[config.mk]
export PLATFORM = sky130hd
export DESIGN_NAME = pmb_ctrl
export DESIGN_NICKNAME = d
export VERILOG_FILES = /design/src/pmb_pkg.sv /design/src/pmb_ctrl.sv
export VERILOG_INCLUDE_DIRS = /design/src
export SDC_FILE = /design/constraint.sdc
export NUM_CORES = 1
export LEC_CHECK = 0
export BUFFER_PORTS_ARGS = -buffer_cell sky130_fd_sc_hd__buf_2
export CORE_ASPECT_RATIO = 0.8
export CORE_MARGIN = 3
export CORE_UTILIZATION = 45
export DETAILED_ROUTE_END_ITERATION = 16
export GPL_ROUTABILITY_DRIVEN = 0
export PLACE_DENSITY = 0.72
export SYNTH_ARGS = -nofsm -noshare
export SYNTH_HDL_FRONTEND = slang
export SYNTH_SLANG_ARGS = --single-unit
[constraint.sdc]
create_clock -name mclk -period 5.8 [get_ports mclk]
set_input_delay 0.29 -clock mclk [delete_from_list [all_inputs] [get_ports mclk]]
set_output_delay 0.29 -clock mclk [all_outputs]
set_load 0.1 [all_outputs]
[src/pmb_defines.svh]
// Offsets, field positions, reset values and fixed codes of the power-mode controller.
// Assumes an 8-bit APB byte address and 32-bit data, one aligned word per register.
// Operation
// Clocks of digital peripherals that software marks unused are gated off.
// Normal mode clocks the core and all enabled peripherals.
// Idle bit halts the core, keeps peripherals clocked, any interrupt ends it.
// Suspend needs system clock on fast oscillator a, then the suspend bit.
// Suspend keeps the regulators in normal bias for fast wake.
// Snooze needs system clock on fast oscillator a, then the snooze bit.
// Snooze puts the regulators into low bias current.
// Suspend and snooze stop core, peripheral clocks and both fast oscillators.
// Timers 3 and 4 may count from the slow oscillator in suspend or snooze.
// USB, timer 4, SPI, I2C slave, port match or comparator 0 fall wake.
// Waking from idle, suspend or snooze resumes execution without reset.
// Stop entry: clear regulator select bit, then set the stop bit.
// Stop cuts power nets, keeps 1.8 V on, holds pins, exits on any reset.
// Shutdown entry: set regulator select bit, then set the stop bit.
// Shutdown turns 1.8 V off, holds pins, exits on pin or power-on reset.
// Stop and shutdown keep the 5 V regulator running when enabled.
// Signature byte 0xA5 before the lock byte means a bootloader is present.
// After reset fetch the bootloader vector if present, else 0x0000.
// The signature is read during reset sequencing before the first fetch.
`ifndef PMB_DEFINES_SVH
`define PMB_DEFINES_SVH
`define PMB_OFS_PCF 8'h00
`define PMB_OFS_PCS 8'h04
`define PMB_OFS_RC 8'h08
`define PMB_OFS_CK 8'h0c
`define PMB_OFS_GATE 8'h10
`define PMB_OFS_STAT 8'h14
`define PMB_OFS_BVEC 8'h18
`define PMB_PCF_IDLE 0
`define PMB_PCF_STOP 1
`define PMB_PCS_SUSPEND 0
`define PMB_PCS_SNOOZE 1
`define PMB_RC_DEEPSEL 0
`define PMB_RC_V5EN 1
`define PMB_CK_SRC 0
`define PMB_CK_T34LF 1
`define PMB_RST_RC 2'h2
`define PMB_RST_CK 2'h0
`define PMB_RST_GATE 8'hff
`define PMB_WK_CMP 5
`define PMB_RS_PIN 6
`define PMB_RS_POR 7
`define PMB_SIG_PRESENT 8'ha5
`define PMB_RESET_VEC 16'h0000
`define PMB_MD_NORMAL 3'h0
`define PMB_MD_IDLE 3'h1
`define PMB_MD_SUSPEND 3'h2
`define PMB_MD_STOP 3'h3
`define PMB_MD_SNOOZE 3'h4
`define PMB_MD_SHUTDOWN 3'h5
`define PMB_MD_BOOT 3'h7
`endif

[src/pmb_pkg.sv]
// Types of the power-mode controller.
// Assumes nothing of its surroundings.
package pmb_pkg;
   typedef enum logic [2:0] {
      PMB_BOOT_REQ,
      PMB_BOOT_WAIT,
      PMB_NORMAL,
      PMB_IDLE,
      PMB_SUSPEND,
      PMB_SNOOZE,
      PMB_STOP,
      PMB_SHUTDOWN
   } pmb_state_t;
endpackage

[src/pmb_ctrl.sv]
// Power-mode controller with boot vector choice, APB register slave.
// Assumes wake and reset sources are asynchronous levels; flash read port runs on mclk.
//
// The address map and the APB slave port were chosen for this implementation.
`include "pmb_defines.svh"
module pmb_ctrl import pmb_pkg::*; #(
   parameter int NPERIPH = 8,
   parameter logic [15:0] BOOT_VEC = 16'hfc00,
   parameter logic [15:0] SIG_ADDR = 16'h3ffe
) (
   // Clock and reset
   input wire logic mclk,
   input wire logic reset_n,
   // APB slave
   input wire logic psel,
   input wire logic penable,
   input wire logic pwrite,
   input wire logic [7:0] paddr,
   input wire logic [31:0] pwdata,
   output logic [31:0] prdata,
   output logic pready,
   output logic pslverr,
   // Wake and reset sources
   input wire logic irq_any,
   input wire logic [5:0] wake_src,
   input wire logic [2:0] rst_src,
   // Flash signature read
   output logic flash_rd_req,
   output logic [15:0] flash_addr,
   input wire logic flash_rd_ack,
   input wire logic [7:0] flash_rd_data,
   // Core control
   output logic core_hold,
   output logic [15:0] boot_vector,
   output logic core_clk_en,
   output logic [NPERIPH-1:0] periph_clk_en,
   // Oscillators and regulators
   output logic fast_osc_a_en,
   output logic fast_osc_b_en,
   output logic slow_osc_en,
   output logic timer34_slow_clk_en,
   output logic reg_low_bias,
   output logic ldo18_en,
   output logic power_nets_on,
   output logic pin_hold,
   output logic vreg5_en
);

   // Read mux and gate register serve at most eight peripheral clocks
   if (NPERIPH < 1 || NPERIPH > 8) begin
      $error("NPERIPH must be 1 to 8");
   end

   ////////////////////////////////////////////////////////////////////////////////
   // Input synchronisers

   logic [8:0] sync1_ff;
   logic [8:0] sync2_ff;
   logic [8:0] sync3_ff;
   logic [8:0] src_ff;
   logic cmp_fall;
   logic wake_any;
   logic rst_any;
   logic rst_hard;

   always_ff @(posedge mclk) begin
      if (!reset_n) begin
         sync1_ff <= 9'h000;
         sync2_ff <= 9'h000;
         sync3_ff <= 9'h000;
         src_ff <= 9'h000;
      end else begin
         sync1_ff <= {rst_src, wake_src};
         sync2_ff <= sync1_ff;
         sync3_ff <= sync2_ff;
         // Level moves only once two late stages agree, filtering one-stage glitches
         src_ff <= (sync2_ff & sync3_ff) | (src_ff & (sync2_ff ^ sync3_ff));
      end
   end

   // comparator falling edge
   assign cmp_fall = src_ff[`PMB_WK_CMP] & ~sync2_ff[`PMB_WK_CMP] & ~sync3_ff[`PMB_WK_CMP];
   // any wake source
   assign wake_any = (|src_ff[4:0]) | cmp_fall;
   assign rst_any = |src_ff[8:6];
   assign rst_hard = src_ff[`PMB_RS_PIN] | src_ff[`PMB_RS_POR];

   ////////////////////////////////////////////////////////////////////////////////
   // APB access decode

   pmb_state_t state_ff;
   pmb_state_t nxt_state;
   logic setup;
   logic wr;
   logic hit;
   logic deep_exit;
   logic [1:0] rc_ff;
   logic [1:0] ck_ff;
   logic [NPERIPH-1:0] gate_ff;
   logic [NPERIPH-1:0] nxt_gate;
   logic [5:0] wake_cause_ff;
   logic boot_present_ff;
   logic [2:0] mode_code;
   logic [31:0] rd_mux;

   assign setup = psel & ~penable;
   assign wr = psel & penable & pready & pwrite & hit;
   assign deep_exit = (state_ff == PMB_STOP || state_ff == PMB_SHUTDOWN) && nxt_state == PMB_BOOT_REQ;

   always_comb begin
      case (state_ff)
         PMB_NORMAL: mode_code = `PMB_MD_NORMAL;
         PMB_IDLE: mode_code = `PMB_MD_IDLE;
         PMB_SUSPEND: mode_code = `PMB_MD_SUSPEND;
         PMB_SNOOZE: mode_code = `PMB_MD_SNOOZE;
         PMB_STOP: mode_code = `PMB_MD_STOP;
         PMB_SHUTDOWN: mode_code = `PMB_MD_SHUTDOWN;
         default: mode_code = `PMB_MD_BOOT;
      endcase
   end

   always_comb begin
      hit = 1'b1;
      rd_mux = 32'h0000_0000;
      case (paddr)
         `PMB_OFS_PCF: begin
            rd_mux[`PMB_PCF_IDLE] = (state_ff == PMB_IDLE);
            rd_mux[`PMB_PCF_STOP] = (state_ff == PMB_STOP || state_ff == PMB_SHUTDOWN);
         end
         `PMB_OFS_PCS: begin
            rd_mux[`PMB_PCS_SUSPEND] = (state_ff == PMB_SUSPEND);
            rd_mux[`PMB_PCS_SNOOZE] = (state_ff == PMB_SNOOZE);
         end
         `PMB_OFS_RC: rd_mux[1:0] = rc_ff;
         `PMB_OFS_CK: rd_mux[1:0] = ck_ff;
         `PMB_OFS_GATE: rd_mux[NPERIPH-1:0] = gate_ff;
         `PMB_OFS_STAT: rd_mux[13:0] = {wake_cause_ff, 3'h0, boot_present_ff, ~core_hold, mode_code};
         `PMB_OFS_BVEC: rd_mux[15:0] = boot_vector;
         default: hit = 1'b0;
      endcase
   end

   // Zero wait states: pready rises in the first access cycle
   always_ff @(posedge mclk) begin
      if (!reset_n) begin
         pready <= 1'b0;
         pslverr <= 1'b0;
         prdata <= 32'h0000_0000;
      end else begin
         pready <= setup;
         pslverr <= setup & ~hit;
         if (setup) begin
            prdata <= rd_mux;
         end
      end
   end

   ////////////////////////////////////////////////////////////////////////////////
   // Configuration registers, set back to their reset values after a stop or shutdown exit

   always_ff @(posedge mclk) begin
      if (!reset_n || deep_exit) begin
         rc_ff <= `PMB_RST_RC;
         ck_ff <= `PMB_RST_CK;
         gate_ff <= NPERIPH'(`PMB_RST_GATE);
      end else if (wr) begin
         case (paddr)
            `PMB_OFS_RC: rc_ff <= pwdata[1:0];
            `PMB_OFS_CK: ck_ff <= pwdata[1:0];
            `PMB_OFS_GATE: gate_ff <= pwdata[NPERIPH-1:0];
            default: ;
         endcase
      end
   end

   // Gate value seen by the clock enables at the same edge as the write, with no lag
   assign nxt_gate = (wr && paddr == `PMB_OFS_GATE) ? pwdata[NPERIPH-1:0] : gate_ff;

   ////////////////////////////////////////////////////////////////////////////////
   // Mode sequencer

   logic go_stop;
   logic go_idle;
   logic go_susp;
   logic go_snz;

   assign go_stop = wr && paddr == `PMB_OFS_PCF && pwdata[`PMB_PCF_STOP];
   assign go_idle = wr && paddr == `PMB_OFS_PCF && pwdata[`PMB_PCF_IDLE];
   // suspend refused unless running on fast oscillator a
   assign go_susp = wr && paddr == `PMB_OFS_PCS && pwdata[`PMB_PCS_SUSPEND] && !ck_ff[`PMB_CK_SRC];
   // snooze refused unless running on fast oscillator a
   assign go_snz = wr && paddr == `PMB_OFS_PCS && pwdata[`PMB_PCS_SNOOZE] && !ck_ff[`PMB_CK_SRC];

   always_comb begin
      nxt_state = state_ff;
      case (state_ff)
         PMB_BOOT_REQ: nxt_state = PMB_BOOT_WAIT;
         PMB_BOOT_WAIT: begin
            if (flash_rd_ack) begin
               nxt_state = PMB_NORMAL;
            end
         end
         PMB_NORMAL: begin
            // stop with regulator select clear, R14 shutdown with it set
            if (go_stop) begin
               nxt_state = rc_ff[`PMB_RC_DEEPSEL] ? PMB_SHUTDOWN : PMB_STOP;
            // idle entry
            end else if (go_idle) begin
               nxt_state = PMB_IDLE;
            end else if (go_susp) begin
               nxt_state = PMB_SUSPEND;
            end else if (go_snz) begin
               nxt_state = PMB_SNOOZE;
            end
         end
         // idle resumes on any interrupt
         PMB_IDLE: begin
            if (irq_any) begin
               nxt_state = PMB_NORMAL;
            end
         end
         // resume on wake, no reset
         PMB_SUSPEND, PMB_SNOOZE: begin
            if (wake_any) begin
               nxt_state = PMB_NORMAL;
            end
         end
         // any reset source ends stop
         PMB_STOP: begin
            if (rst_any) begin
               nxt_state = PMB_BOOT_REQ;
            end
         end
         // only pin or power-on reset ends shutdown
         PMB_SHUTDOWN: begin
            if (rst_hard) begin
               nxt_state = PMB_BOOT_REQ;
            end
         end
         default: nxt_state = PMB_BOOT_REQ;
      endcase
   end

   always_ff @(posedge mclk) begin
      if (!reset_n) begin
         state_ff <= PMB_BOOT_REQ;
      end else begin
         state_ff <= nxt_state;
      end
   end

   always_ff @(posedge mclk) begin
      if (!reset_n) begin
         wake_cause_ff <= 6'h00;
      end else if ((state_ff == PMB_SUSPEND || state_ff == PMB_SNOOZE) && wake_any) begin
         wake_cause_ff <= {cmp_fall, src_ff[4:0]};
      end
   end

   ////////////////////////////////////////////////////////////////////////////////
   // Boot vector selection

   always_ff @(posedge mclk) begin
      if (!reset_n) begin
         flash_rd_req <= 1'b0;
         flash_addr <= 16'h0000;
         core_hold <= 1'b1;
         boot_vector <= `PMB_RESET_VEC;
         boot_present_ff <= 1'b0;
      end else begin
         // signature fetched while core is held
         flash_rd_req <= (nxt_state == PMB_BOOT_WAIT);
         flash_addr <= SIG_ADDR;
         core_hold <= (nxt_state == PMB_BOOT_REQ || nxt_state == PMB_BOOT_WAIT);
         if (state_ff == PMB_BOOT_WAIT && flash_rd_ack) begin
            // signature compare
            boot_present_ff <= (flash_rd_data == `PMB_SIG_PRESENT);
            // vector choice
            boot_vector <= (flash_rd_data == `PMB_SIG_PRESENT) ? BOOT_VEC : `PMB_RESET_VEC;
         end
      end
   end

   ////////////////////////////////////////////////////////////////////////////////
   // Clock, oscillator and regulator controls other than vreg5_en follow the next mode

   logic nx_active;
   logic nx_sleep;
   logic nx_deep;

   assign nx_active = nxt_state inside {PMB_BOOT_REQ, PMB_BOOT_WAIT, PMB_NORMAL, PMB_IDLE};
   assign nx_sleep = (nxt_state == PMB_SUSPEND || nxt_state == PMB_SNOOZE);
   assign nx_deep = (nxt_state == PMB_STOP || nxt_state == PMB_SHUTDOWN);

   always_ff @(posedge mclk) begin
      if (!reset_n) begin
         core_clk_en <= 1'b0;
         periph_clk_en <= '0;
         fast_osc_a_en <= 1'b1;
         fast_osc_b_en <= 1'b0;
         slow_osc_en <= 1'b1;
         timer34_slow_clk_en <= 1'b0;
         reg_low_bias <= 1'b0;
         ldo18_en <= 1'b1;
         power_nets_on <= 1'b1;
         pin_hold <= 1'b0;
         vreg5_en <= 1'b1;
      end else begin
         // core runs only in normal mode
         core_clk_en <= (nxt_state == PMB_NORMAL);
         // unused peripherals gated, R3 kept in idle
         periph_clk_en <= (nxt_state == PMB_NORMAL || nxt_state == PMB_IDLE) ? nxt_gate : '0;
         // fast oscillators stop in suspend and snooze
         fast_osc_a_en <= nx_active & ~ck_ff[`PMB_CK_SRC];
         fast_osc_b_en <= nx_active & ck_ff[`PMB_CK_SRC];
         slow_osc_en <= ~nx_deep;
         // timers 3 and 4 on the slow oscillator
         timer34_slow_clk_en <= nx_sleep & ck_ff[`PMB_CK_T34LF];
         // normal bias in suspend, R7 low bias in snooze
         reg_low_bias <= (nxt_state == PMB_SNOOZE);
         // R13 1.8 V stays on in stop, R15 off in shutdown
         ldo18_en <= (nxt_state != PMB_SHUTDOWN);
         power_nets_on <= ~nx_deep;
         pin_hold <= nx_deep;
         // R16 5 V regulator follows its enable
         vreg5_en <= rc_ff[`PMB_RC_V5EN];
      end
   end
endmodule

# Word level (Yosys, flattened, before mapping)
# Index checks and enable logic that the tools add are counted.
# word_totals
reg_bits	127
latch_bits	0
mem_bits_rw	0
mem_bits_ro	0
input_bits	64
output_inout_bits	86
elab_cells	126
memories	0
# classes
n_addsub	0
multipliers	0
n_div	0
n_lt_le_gt_ge	0
eq_ne	22
shifts	0
muxes	20
bitwise_logic	24
reduce_logical	33
# op_table
cell	count
$mux 3	9
$eq 3x3->1 const B	8
$eq 8x5->1 const B	3
$pmux 3 s7	1
$and 9x9->9	2
$pmux 3 s6	1
$pmux 6 s3	1
$eq 8x4->1 const B	2
$mux 16	1
$mux 14	1
$pmux 2 s7	1
$eq 3x2->1 const B	4
$logic_and 1x1->1	12
$pmux 6 s2	1
$and 1x1->1	11
$or 9x9->9	1
$xor 9x9->9	1
$eq 8x3->1 const B	1
$eq 8x8->1 const B	1
$logic_not 8->1	1
$mux 8	1
$reduce_and 2->1	4
$logic_or 1x1->1	7
$not 1->1	7
other kinds (12)	17

# Logic depth before layout (Yosys ltp)
# logic_depth
depth_word	15
ltp_mapped	7
depth_no_buf	5

# Worst setup path after synthesis
# No wires, ideal clock.
# synth_path
kind	register to register
from	register pready
to	register state_ff[1]
setup_ns	0.115
t_arrival_ns	2.334
required_time_ns	5.685
slack_ns	3.351
path_stages_with_launch	6
n_path_buf	0
synth_period_minus_slack_ns	2.449
path_cell_list	dfxtp_1 nand4_2 or3_1 o31a_2 or2_1 and2_1
# synth_between
elab_chain_cells	11
elab_cells_between_ends	16
classes_between	mux: 5; bitwise: 3; reduce/logical: 8
# synth_rtl
item	line	text
from (decl)	pmb_ctrl.sv:21	output logic pready,
from (signal assigned)	pmb_ctrl.sv:150	pready <= setup;
$and 1x1->1 * (3 in a row)	pmb_ctrl.sv:107	assign wr = psel & penable & pready & pwrite & hit;
$logic_and 1x1->1 (no source line)	n/a	
$logic_and 1x1->1 (2 in a row)	pmb_ctrl.sv:192	assign go_snz = wr && paddr == `PMB_OFS_PCS && pwdata[`PMB_PCS_SNOOZE] && !ck_ff[`PMB_CK_SRC];
$mux 3	pmb_ctrl.sv:212	end else if (go_snz) begin
$mux 3	pmb_ctrl.sv:210	end else if (go_susp) begin
$mux 3	pmb_ctrl.sv:208	end else if (go_idle) begin
$mux 3 *	pmb_ctrl.sv:205	if (go_stop) begin
$pmux 3 s7 *	pmb_ctrl.sv:196	case (state_ff)
to (signal assigned)	pmb_ctrl.sv:248	state_ff <= nxt_state;
to (decl)	pmb_ctrl.sv:91	pmb_state_t state_ff;
# Every way passes the cells marked *; elsewhere a longest branch is shown, timed or not.
# A chain may end at the register's enable or synchronous reset.

# Worst setup path in the final report
# layout_path
from	register state_ff[2]
to	register core_hold
# layout_between
elab_chain_cells	7
elab_cells_between_ends	22
classes_between	eq/ne: 8; mux: 10; reduce/logical: 4
# layout_rtl
item	line	text
$mux 3	pmb_ctrl.sv:212	
$mux 3	pmb_ctrl.sv:210	
$mux 3	pmb_ctrl.sv:208	
$mux 3	pmb_ctrl.sv:205	
$pmux 3 s7 *	pmb_ctrl.sv:196	
$eq 3x1->1 / $logic_not 3->1 (equally long branches)	pmb_ctrl.sv:274	core_hold <= (nxt_state == PMB_BOOT_REQ || nxt_state == PMB_BOOT_WAIT);
$logic_or 1x1->1 *	pmb_ctrl.sv:274	
to (signal assigned)	pmb_ctrl.sv:274	
to (decl)	pmb_ctrl.sv:33	output logic core_hold,
# Marked as above.

==> flow_summary.ini <==
[clock_network]
cts-resized-gates = 0
postCtsSetupBuffers = 0
cts-root-buf = clkbuf_8
cts_buffers = 9
cts_tree = yes
cts_max_level = 3
clock_latency_ps = 360
cts_sinks = 95
clk_pin_slew_ps = 90
cts_max_path_buffers = 2
cts_hold_buffers = 0

[run]
cap_violations = 0

[route]
drtPass1Iterations = 4
via_per_inst = 4.85
drt_iter0_drc = 140
dr_wl_met2_mm = 3.63
wl_met3_um = 731
wl_mm = 8.19
drc_errors = 0
wl_per_cell_um = 13.7
highest-signal-layer = met4
ant_nets = 0
wl_met1_mm = 3.72
vias = 2895

[worst_setup_path]
required_ps = 5980
setup.worst_path.end_class = register
timing_worst_setup_path_type = reg2reg
crit_fanout = 11
worst_setup_path_start_kind = register
crit_arrival_ps = 2380

[min_path]
hold_class = in2reg

[logic_synthesis]
synth.cell_area_um2 = 4010
synth_common_cells = dfxtp_1, buf_4, nand2_1
synthCells = 414
synth_area_leader_cell = dfxtp_1
synth_edf_count = 0
yosysMostFrequentCell = dfxtp_1
synth.distinct_cells = 53
synth_seq_cells = 95
synth.avg_cell_area_um2 = 9.68
ys_async_sr_fraction_pct = 0
synthFlopType = dfxtp_1
synth_top_area_share_pct = 47.5
synth_area_leaders = dfxtp_1, buf_4, and2_1
yosysSeqAreaShare_pct = 47.5
yosys_warnings = 0

[sta]
clock_skew_ps = 9.69
finalSetupViolCount = 0
tightest_slew_ps = 1130
timing.fmax_ghz = 0.455
maxSlewViolCount = 0
fin_crit_sh_pct = 37.9
timing.final.ws_setup_ps = 3600
period_needed_ps = 2200
finalSetupTns_ps = 0
rsz0062_at_grt = false
hold_viol_final = 0
relSlewSlack_pct = 24.7

[placement]
place_inst = 582
place_ws_ps = 3420
dp_hpwl_mm = 6.03
port_buffers = 96

[layout]
fin_cells = 597
diodes = 0
seqCellArea_um2 = 1900
fin_nets = 554
final_util_pct = 51.9
multi_input_area_um2 = 1730
fill_cells = 810
drive_gt1_share_pct = 26.6
syn_to_final_growth_pct = 10.8

[floorplan]
dieArea_um2 = 10100
die_y_um = 90.4
start_util_pct = 46.8
coreArea_um2 = 8560
num_rows = 30
die_x_um = 112
ios = 150

[power_and_ir_drop]
power_density_nw_per_um2 = 303
power_leakage_nw = 1.96
ir_worst_vdd_v = 0.000117

[status]
status = complete, no violations

[global_route]
grt_max_degree = 71
grt_antenna_before_repair = 0
grt_usage_pct = 16.4
grt-ovfl-total = 0
grt_first_pass_wirelength_mm = 13.5
grt_pass1_vias = 2815
through the flow:
stage / hold WS (ps) / instance area, µm² / total power, W
floorplan: 318 / 4110 / 0.000956
global placement: 416 / 4270 / 0.000973
detailed placement: 419 / 4270 / 0.000977
CTS: 117 / 4440 / 0.00136
global route: 108 / 4440 / 0.00141
finish: 135 / 4440 / 0.00135
cell type report:
cell class	instances	share of cell area, %
Sequential cell	95	42.8
Timing Repair Buffer	96	10.8
Clock inverter	5	0.789
Multi-Input combinational cell	275	39.0
Clock buffer	10	3.10
Tap cell	112	3.16
Inverter	4	0.338
state kept, by name (all words and copies together), names as in the netlist, 2 cells and up:
signal,cells
rc_ff,2
sync2_ff,9
gate_ff,8
prdata,15
ck_ff,2
sync1_ff,9
state_ff,3
wake_cause_ff,6
src_ff,9
sync3_ff,9
periph_clk_en,8
cell usage in the layout (no fill, tap or decap), types with 3 or more instances in the layout:
master and count:
buf_2 96, dfxtp_1 95, nand2_1 39, and2_1 31
conb_1 29, a21oi_1 22, nor2b_1 17, mux2i_1 15
nand3_1 14, nor2_1 13, o21ai_0 13, nor3_1 12
a21boi_0 11, clkbuf_8 10, ha_1 9, inv_1 4
nand2b_1 3, nor4bb_1 3
path summary, 6_finish.rpt:
check	from	to	slack, ps	cells after the start
worst min register to register	sync1_ff[1]$_SDFF_PN0_	sync2_ff[1]$_SDFF_PN0_	430	1
worst min-delay path	wake_src[4]	sync1_ff[4]$_SDFF_PN0_	130	2
worst max-delay path	state_ff[2]$_SDFF_PN0_	core_hold$_SDFF_PN1_	3600	5
worst max register to register	state_ff[2]$_SDFF_PN0_	core_hold$_SDFF_PN1_	3600	5
kinds of logic after synthesis:
family	synth area share, %
simple gates	21.9
mux	4.87
compound gates	10.9
buf+inv	12.0
other cells	0.0936
fa+ha+maj	2.81
flops	47.5
layer usage:
layer / global-route usage (%) / vias to the layer above
li1: - / 1465
met1: 21.9 / 1302
met2: 25.1 / 117
met3: 5.76 / 11
met4: 4.86 / 0
met5: 0 / -
critical path, stage by stage (launching register included):
cell and delay [ps]:
dfxtp_1 510, nor2b_1 740, o31ai_4 250, nand3b_2 200, or2_1 200, a21oi_1 120
power breakdown:
part	internal [W]	switching, W	total [W]
logic	0.0000416	0.000239	0.000281
registers	0.000671	0.00000997	0.000681
clock network	0.000165	0.000221	0.000386
Power figures use the tool's default switching activity.
